`config.mk`:
```
export PLATFORM = sky130hd
export DESIGN_NAME = flyback_fault_supervisor
export DESIGN_NICKNAME = d
export VERILOG_FILES = /design/src/common/fault_sup_pkg.sv /design/src/rtl/flyback_fault_supervisor.sv
export SDC_FILE = /design/constraint.sdc
export NUM_CORES = 1
export LEC_CHECK = 0
export BUFFER_PORTS_ARGS = -buffer_cell sky130_fd_sc_hd__buf_2
export CORE_ASPECT_RATIO = 0.5
export CORE_UTILIZATION = 45
export CTS_BUF_LIST = sky130_fd_sc_hd__clkbuf_4
export CTS_CLUSTER_DIAMETER = 60
export DETAILED_ROUTE_END_ITERATION = 10
export GPL_ROUTABILITY_DRIVEN = 0
export MAX_ROUTING_LAYER = met4
export REMOVE_ABC_BUFFERS = 1
export SETUP_SLACK_MARGIN = 0.15
export SYNTH_ARGS = -nofsm -noshare
export SYNTH_HDL_FRONTEND = slang
export SYNTH_SLANG_ARGS = --single-unit
```
`constraint.sdc`:
```
create_clock -name CLOCK -period 5 [get_ports CLOCK]
set_input_delay 0.5 -clock CLOCK [delete_from_list [all_inputs] [get_ports CLOCK]]
set_output_delay 0.5 -clock CLOCK [all_outputs]
set_load 0.005 [all_outputs]
```
`src/common/fault_sup_pkg.sv`:
```
// constants for the flyback fault supervisor: cycle counts, timer lengths
// assumes a 40 MHz core clock; analog thresholds live outside in comparators
package fault_sup_pkg;
   localparam int unsigned CLK_HZ          = 40_000_000;
   localparam int unsigned CLK_NS          = 25;
   // consecutive switching cycles that confirm a fault
   localparam int unsigned CONFIRM_CYCLES  = 7;
   // millisecond timers
   localparam int unsigned OVERLOAD_MS     = 120;
   localparam int unsigned SHORT_MS        = 30;
   localparam int unsigned EXT_LOW_MS      = 32;
   localparam int unsigned OVERLOAD_CLKS   = OVERLOAD_MS * (CLK_HZ / 1000);
   localparam int unsigned SHORT_CLKS      = SHORT_MS * (CLK_HZ / 1000);
   localparam int unsigned EXT_LOW_CLKS    = EXT_LOW_MS * (CLK_HZ / 1000);
   // sample delays and blanking in ns; AUX_DELAY_CLKS and UV_BLANK_CLKS in clocks
   localparam int unsigned SENSE_DELAY_NS  = 4000;
   localparam int unsigned SENSE_DELAY_CLKS = (SENSE_DELAY_NS + CLK_NS - 1) / CLK_NS;
   localparam int unsigned LEB_NS          = 250;
   localparam int unsigned LEB_CLKS        = (LEB_NS + CLK_NS - 1) / CLK_NS;
   localparam int unsigned AUX_DELAY_CLKS  = 40;
   localparam int unsigned UV_BLANK_CLKS   = 4096;
   typedef enum logic [1:0] {RUN, LATCHED, RESTART} sup_state_t;
endpackage

```
`src/rtl/flyback_fault_supervisor.sv`:
```
// fault supervision and gate gating for a current-mode flyback controller
// assumes comparator outputs arrive asynchronous; pwm gate request is on CLOCK
`timescale 1ns/1ps
module flyback_fault_supervisor #(
   parameter int unsigned OVERLOAD_CLKS = fault_sup_pkg::OVERLOAD_CLKS,
   parameter int unsigned SHORT_CLKS    = fault_sup_pkg::SHORT_CLKS,
   parameter int unsigned EXT_LOW_CLKS  = fault_sup_pkg::EXT_LOW_CLKS,
   parameter int unsigned UV_BLANK_CLKS = fault_sup_pkg::UV_BLANK_CLKS,
   parameter int unsigned AUX_DELAY     = fault_sup_pkg::AUX_DELAY_CLKS
) (
   input  wire logic CLOCK,
   input  wire logic RSTN,
   input  wire logic PWM_ON_REQ,
   input  wire logic PWM_OFF_REQ,
   input  wire logic AUX_OV_CMP,
   input  wire logic AUX_UV_CMP,
   input  wire logic OVERLOAD_CMP,
   input  wire logic FB_SHORT_CMP,
   input  wire logic FB_BURST_CMP,
   input  wire logic EXT_HIGH_CMP,
   input  wire logic EXT_LOW_CMP,
   input  wire logic LINE_OV_CMP,
   input  wire logic PEAK_CMP,
   input  wire logic SENSE_LOW_CMP,
   input  wire logic OTP_TRIP_CMP,
   input  wire logic OTP_RELEASE_CMP,
   input  wire logic VCC_HOLD_CMP,
   input  wire logic VCC_LOCKOUT_CMP,
   output logic      GATE,
   output logic      CHARGE_HIGH_EN,
   output logic      THERM_BIAS_EN,
   output logic      PROTECT,
   output logic      LEB_ACTIVE
);
   localparam int unsigned MS_W = $clog2(OVERLOAD_CLKS + 1);
   localparam int unsigned DW = 12;

   // refused at elaboration: zero short timer or aux delay, and sizes the counters below cannot hold
   if (SHORT_CLKS > OVERLOAD_CLKS || EXT_LOW_CLKS > OVERLOAD_CLKS || SHORT_CLKS == 0)
      $error("timer lengths out of range");
   if (AUX_DELAY < 1 || AUX_DELAY >= (1 << DW) || UV_BLANK_CLKS >= (1 << 24))
      $error("delay out of range");

   // ----------------------------------------
   // input synchronisers
   // ----------------------------------------
   localparam int NI = 13;
   logic [NI-1:0] s1, s2;
   always_ff @(posedge CLOCK) begin
      if (!RSTN) begin
         s1 <= '0;
         s2 <= '0;
      end else begin
         s1 <= {AUX_OV_CMP, AUX_UV_CMP, OVERLOAD_CMP, FB_SHORT_CMP, FB_BURST_CMP,
                EXT_HIGH_CMP, EXT_LOW_CMP, LINE_OV_CMP, PEAK_CMP, SENSE_LOW_CMP,
                OTP_TRIP_CMP, OTP_RELEASE_CMP, VCC_HOLD_CMP};
         s2 <= s1;
      end
   end
   logic aux_ov, aux_uv, overload, fb_short, fb_burst, ext_high, ext_low;
   logic line_ov, peak, sense_low, otp_trip, otp_rel, vcc_hold;
   assign {aux_ov, aux_uv, overload, fb_short, fb_burst, ext_high, ext_low,
           line_ov, peak, sense_low, otp_trip, otp_rel, vcc_hold} = s2;

   logic lk1, lockout;
   always_ff @(posedge CLOCK) begin
      if (!RSTN) begin
         lk1     <= 1'b1;
         lockout <= 1'b1;
      end else begin
         lk1     <= VCC_LOCKOUT_CMP;
         lockout <= lk1;
      end
   end

   // ----------------------------------------
   // gate, blanking and burst
   // ----------------------------------------
   logic       protect;
   logic [3:0] leb_cnt;
   logic       next_gate;
   always_comb begin
      next_gate = GATE;
      if (protect || lockout)
         next_gate = 1'b0;
      else if (!GATE && PWM_ON_REQ && !fb_burst)
         next_gate = 1'b1;
      else if (GATE && PWM_OFF_REQ && leb_cnt == '0)
         next_gate = 1'b0;
   end
   always_ff @(posedge CLOCK) begin
      if (!RSTN)
         GATE <= 1'b0;
      else
         GATE <= next_gate;
   end
   always_ff @(posedge CLOCK) begin
      if (!RSTN)
         leb_cnt <= '0;
      else if (!GATE && next_gate)
         leb_cnt <= 4'(fault_sup_pkg::LEB_CLKS);
      else if (leb_cnt != '0)
         leb_cnt <= leb_cnt - 4'h1;
   end
   assign LEB_ACTIVE = (leb_cnt != '0);

   logic gate_d;
   always_ff @(posedge CLOCK) begin
      if (!RSTN)
         gate_d <= 1'b0;
      else
         gate_d <= GATE;
   end
   wire rise = GATE & ~gate_d;
   wire fall = ~GATE & gate_d;

   // ----------------------------------------
   // delayed sample strobes
   // ----------------------------------------
   logic [DW-1:0] aux_dly, sns_dly;
   logic          aux_strobe, sns_strobe;
   function automatic logic [DW-1:0] step(input logic start, input logic [DW-1:0] c,
                                          input logic [DW-1:0] init);
      if (start)
         return init;
      else if (c != '0)
         return c - 12'h001;
      return c;
   endfunction
   always_ff @(posedge CLOCK) begin
      if (!RSTN) begin
         aux_dly <= '0;
         sns_dly <= '0;
      end else begin
         aux_dly <= step(fall, aux_dly, DW'(AUX_DELAY));
         sns_dly <= step(rise, sns_dly, DW'(fault_sup_pkg::SENSE_DELAY_CLKS));
      end
   end
   assign aux_strobe = (aux_dly == 12'h001);
   // sample only while gate still on, so short pulses take no sense sample
   assign sns_strobe = (sns_dly == 12'h001) && GATE;

   // ----------------------------------------
   // startup undervoltage blank
   // ----------------------------------------
   logic [23:0] uv_blank;
   always_ff @(posedge CLOCK) begin
      if (!RSTN || lockout)
         uv_blank <= 24'(UV_BLANK_CLKS);
      else if (uv_blank != '0)
         uv_blank <= uv_blank - 24'h000001;
   end
   wire uv_armed = (uv_blank == '0);

   // ----------------------------------------
   // consecutive cycle counters
   // ----------------------------------------
   function automatic logic [2:0] cyc(input logic ev, input logic cond,
                                      input logic [2:0] c);
      if (!ev)
         return c;
      else if (!cond)
         return 3'h0;
      else if (c != 3'(fault_sup_pkg::CONFIRM_CYCLES))
         return c + 3'h1;
      return c;
   endfunction
   logic [2:0] ov_c, uv_c, eh_c, lo_c, pk_c, ss_c;
   logic       peak_seen;
   always_ff @(posedge CLOCK) begin
      if (!RSTN || lockout)
         peak_seen <= 1'b0;
      else if (rise)
         peak_seen <= 1'b0;
      else if (GATE && !LEB_ACTIVE && peak)
         peak_seen <= 1'b1;
   end
   always_ff @(posedge CLOCK) begin
      if (!RSTN || lockout) begin
         ov_c <= '0;
         uv_c <= '0;
         eh_c <= '0;
         lo_c <= '0;
         pk_c <= '0;
         ss_c <= '0;
      end else begin
         ov_c <= cyc(aux_strobe, aux_ov, ov_c);
         uv_c <= cyc(aux_strobe, aux_uv && uv_armed, uv_c);
         eh_c <= cyc(fall, ext_high, eh_c);
         lo_c <= cyc(fall, line_ov, lo_c);
         pk_c <= cyc(fall, peak_seen, pk_c);
         ss_c <= cyc(sns_strobe, sense_low, ss_c);
      end
   end
   function automatic logic hit(input logic [2:0] c);
      return c == 3'(fault_sup_pkg::CONFIRM_CYCLES);
   endfunction

   // ----------------------------------------
   // millisecond timers
   // ----------------------------------------
   logic [MS_W-1:0] ol_t, el_t;
   logic            ol_hit, el_hit;
   wire [MS_W-1:0]  ol_lim = fb_short ? MS_W'(SHORT_CLKS) : MS_W'(OVERLOAD_CLKS);
   always_ff @(posedge CLOCK) begin
      if (!RSTN || lockout || !(overload || fb_short))
         ol_t <= '0;
      else if (ol_t < ol_lim)
         ol_t <= ol_t + 1'b1;
   end
   always_ff @(posedge CLOCK) begin
      if (!RSTN || lockout || !ext_low)
         el_t <= '0;
      else if (el_t != MS_W'(EXT_LOW_CLKS))
         el_t <= el_t + 1'b1;
   end
   assign ol_hit = (ol_t >= ol_lim) && (overload || fb_short);
   assign el_hit = (el_t == MS_W'(EXT_LOW_CLKS));

   // ----------------------------------------
   // internal overtemperature with hysteresis
   // ----------------------------------------
   logic otp;
   always_ff @(posedge CLOCK) begin
      if (!RSTN)
         otp <= 1'b0;
      else if (otp_trip)
         otp <= 1'b1;
      else if (otp_rel)
         otp <= 1'b0;
   end

   // ----------------------------------------
   // protection latch
   // ----------------------------------------
   wire any_fault = hit(ov_c) | hit(uv_c) | hit(eh_c) | hit(lo_c) | hit(pk_c) |
                    hit(ss_c) | ol_hit | el_hit | otp;
   always_ff @(posedge CLOCK) begin
      if (!RSTN)
         protect <= 1'b0;
      else if (any_fault)
         protect <= 1'b1;
      else if (lockout)
         protect <= 1'b0;
   end
   assign PROTECT = protect;

   // ----------------------------------------
   // supply maintain and thermistor bias
   // ----------------------------------------
   always_ff @(posedge CLOCK) begin
      if (!RSTN)
         CHARGE_HIGH_EN <= 1'b0;
      else
         CHARGE_HIGH_EN <= vcc_hold && !protect;
   end
   always_ff @(posedge CLOCK) begin
      if (!RSTN)
         THERM_BIAS_EN <= 1'b0;
      else
         THERM_BIAS_EN <= 1'b1;
   end
endmodule

```
==> metrics <==
cell count after placement=977; startpoint types=register; setup TNS=0 ns; n_diodes=0; Detailed Routing Iterations Pass 1=4; Worst-path clk slew=0.15 ns; critical-path cell list=inv_1, ha_1, a211o_1, a21oi_1, nand2_1, or4_1, a21oi_1; post-layout min period=3.033 ns; HP Class=in -> reg; initial core utilization=0.4721; Worst-Skew Late Latency=0.56 ns; Vias=5551; largest area contributor in the synthesized netlist=dfxtp_1; Hold EP=s1[8]; worst-path fanout max=24; register-to-register setup slack=1.97 ns; initial antenna violation count=0; H-tree depth=4; Final #Nets=848; DP Wirelength=9284 µm; sequential-to-total area share from yosys stat=0.4333; post-CTS sizing=0; Mapped Avg Cell Area=8.944 µm²; gr usage total=0.1925; CP most frequent cell=a21oi_1; R2R cell count=7; Area Growth Syn to Fin=7.963%; Crit Path Class=reg -> reg; final slew viol count=0; top cell type's share of synthesized area=0.4333; drt drc=0; final worst-path cycle share=0.6066; RSZ-0062 raised after global routing=false; Finished Layout Cells=1009; initial DRC count=307; Crit. End Element=register; antenna-violating nets left=0; RR Endpoint=ol_t[9]; Die Wd=178.1 µm; largest cells by area after synthesis=dfxtp_1, ha_1, nor2_1; Leakage=0.002840 µW; max cap viols=0; Sink Count=151; hold_sp=FB_BURST_CMP; Core ar.=0.01478 mm²; Final setup viols=0; CTS tree=built; RR Startpoint=s2[9]; Slowest cell on crit path=or4_1; row cnt=31; Synth Flop Type=dfxtp_1; hold depth=2; Slew @ Worst Pin=0.8970 ns; layout cells sized above 1=0.09371; WP data arrival=3.51 ns; Yosys reg bits=151; die area=0.01604 mm²; Max Freq=329.7 MHz; Setup Skew=0.03001 ns; ys async rst share=0; post-cts hold buffer count=0; maximum vdd drop=220.4 µV; pwr dens=358.9 mW/mm²; post-CTS setup buffer count=0; first-pass GRT wire length=23980 µm; Warnings, synthesis=0; final wirelength=13650 µm; GRT Residual Overflow=0; vias per cell=5.501; Synth Instances=780; Fin. Hold Viols=0; Routed WL per cell=13.52 µm; TritonCTS buffer count=17; Die Ht=90.05 µm; Worst EP required=5.47 ns; I/O pin count=23; clk buf depth=2; Synth cell types=56; status=completed; EDFF count, synth=0; vias in the first global route=4995; post-synthesis cell area=0.006977 mm²; CP max stage delay=0.65 ns; largest net degree at the start of global routing=46; I/O Buffers=22; CTS root buffer=clkbuf_4; Worst slew margin=0.3998
==> report_power, final <==
| group | total, µW | internal (µW) | switching, µW |
|---|---|---|---|
| clock network | 743 | 261 | 482 |
| logic | 583 | 249 | 334 |
| registers | 1380 | 1290 | 86.7 |
==> state kept, by name, summed over array words and instances (netlist names), 3 cells and up <==
| register | flops |
|---|---|
| el_t | 23 |
| uv_c | 3 |
| aux_dly | 12 |
| eh_c | 3 |
| ss_c | 3 |
| uv_blank | 24 |
| sns_dly | 12 |
| pk_c | 3 |
| lo_c | 3 |
| leb_cnt | 4 |
| ol_t | 23 |
| s2 | 13 |
| s1 | 13 |
| ov_c | 3 |
==> how the worst max path moves through the flow <==
stage / endpoint / cells past startpoint / start / slack [ns]
global route: ol_t[3] / 7 / s2[9] / 1.66
CTS: ol_t[9] / 7 / s2[9] / 1.99
global placement: ol_t[10] / 7 / s2[9] / 2.17
detailed placement: ol_t[9] / 7 / s2[9] / 2.04
finish: ol_t[9] / 7 / s2[9] / 1.97
floorplan: ol_t[14] / 7 / s2[9] / 2.31
==> layer usage <==
metal | vias to the layer above | track usage | routed length (µm)
li1 | 2868 | - | -
met2 | 54 | 0.2753 | 5888
met1 | 2615 | 0.2627 | 7222
met3 | 14 | 0.04907 | 386
met4 | 0 | 0.06268 | 148
met5 | - | - | 0
==> logic make-up after synthesis <==
logic type,share of synthesized area
AOI/OAI and AO/OA,0.1004
adders and majority gates,0.05739
xor gates and xnor gates,0.06528
muxes,0.02313
and+or+nand+nor,0.2927
DFF,0.4333
buffers and inverters,0.02780
==> through the flow <==
step           cell area (µm²)  hold WS [ns]  power (µW)  worst slack (ns)    util
6_report                  7532        0.1338        2704             1.967  0.5097
3_3_place_gp              7261        0.4131        1974             2.166  0.4913
3_5_place_dp              7261        0.4169        1984             2.038  0.4913
2_1_floorplan             6858        0.3863        1864             2.309       -
4_1_cts                   7532       0.07846        2739             1.993  0.5097
5_1_grt                   7532       0.08706        2884             1.658  0.5097
==> cell type report <==
class	instances	area (µm²)
repair buffers	28	155.1
fillers	1378	7246
clock buffers	17	127.6
multi-input cells	580	3760
inverters	20	75.07
flip-flops and latches	151	3023
clock inverters	15	143.9
well taps	198	247.7
==> critical path, delay by kind of cell, from the launching register on <==
kind / cells / cell delay (ns)
and+or+nand+nor: 2 / 1.17
DFF: 1 / 0.53
adders and majority gates: 1 / 0.32
buffers and inverters: 1 / 0.16
AOI/OAI and AO/OA: 3 / 0.76
==> cell usage in the layout, fill, tap and decap left out, types with 5 or more instances in the layout <==
master    netlist  final
mux2i_1        15     15
a21o_1          7      7
nand2_1        56     56
and4_1          5      5
nand3b_1        5      5
ha_1           32     32
nand4b_1        6      6
clkbuf_4        0     17
o211ai_1        8      8
nor4_2          6      6
and3_1         19     19
buf_2           2     22
o21ai_1         7      7
inv_1          20     20
xnor2_1        17     17
and2_1         28     28
nor4_1         15     15
buf_4           0      6
nand4_1        36     36
o31ai_1         7      7
or3_1          15     15
nor2_1         84     84
nand2b_1        6      6
nand3_1        28     28
a21oi_1        35     35
xor2_1         35     35
or4_1          18     18
a21boi_0        6      6
o21ai_0        11     11
dfxtp_1       151    151
nor3_1         26     26
a22oi_1         6      6
==> cells in the mapped netlist, types with 3 or more instances <==
cell type,number
o21ai_1,7
nand2b_1,6
xor2_1,35
clkbuf_1,25
nor4_1,15
ha_1,32
a21boi_0,6
o31ai_1,7
nor2_1,84
nor3b_1,4
o211ai_1,8
nor4_2,6
a21o_1,7
a211o_1,3
o21ai_0,11
nand2_1,56
nor3_1,26
or4_1,18
and3_1,19
mux2i_1,15
a211oi_1,3
nand3b_1,5
inv_1,20
dfxtp_1,151
xnor2_1,17
nand4_1,36
or3_1,15
nand4b_1,6
and4_1,5
a31oi_1,3
a21oi_1,35
nor4b_1,3
and2_1,28
a41oi_1,3
a22oi_1,6
nor2b_1,4
nand3_1,28
Note: power is estimated with default switching activity, not from simulation.
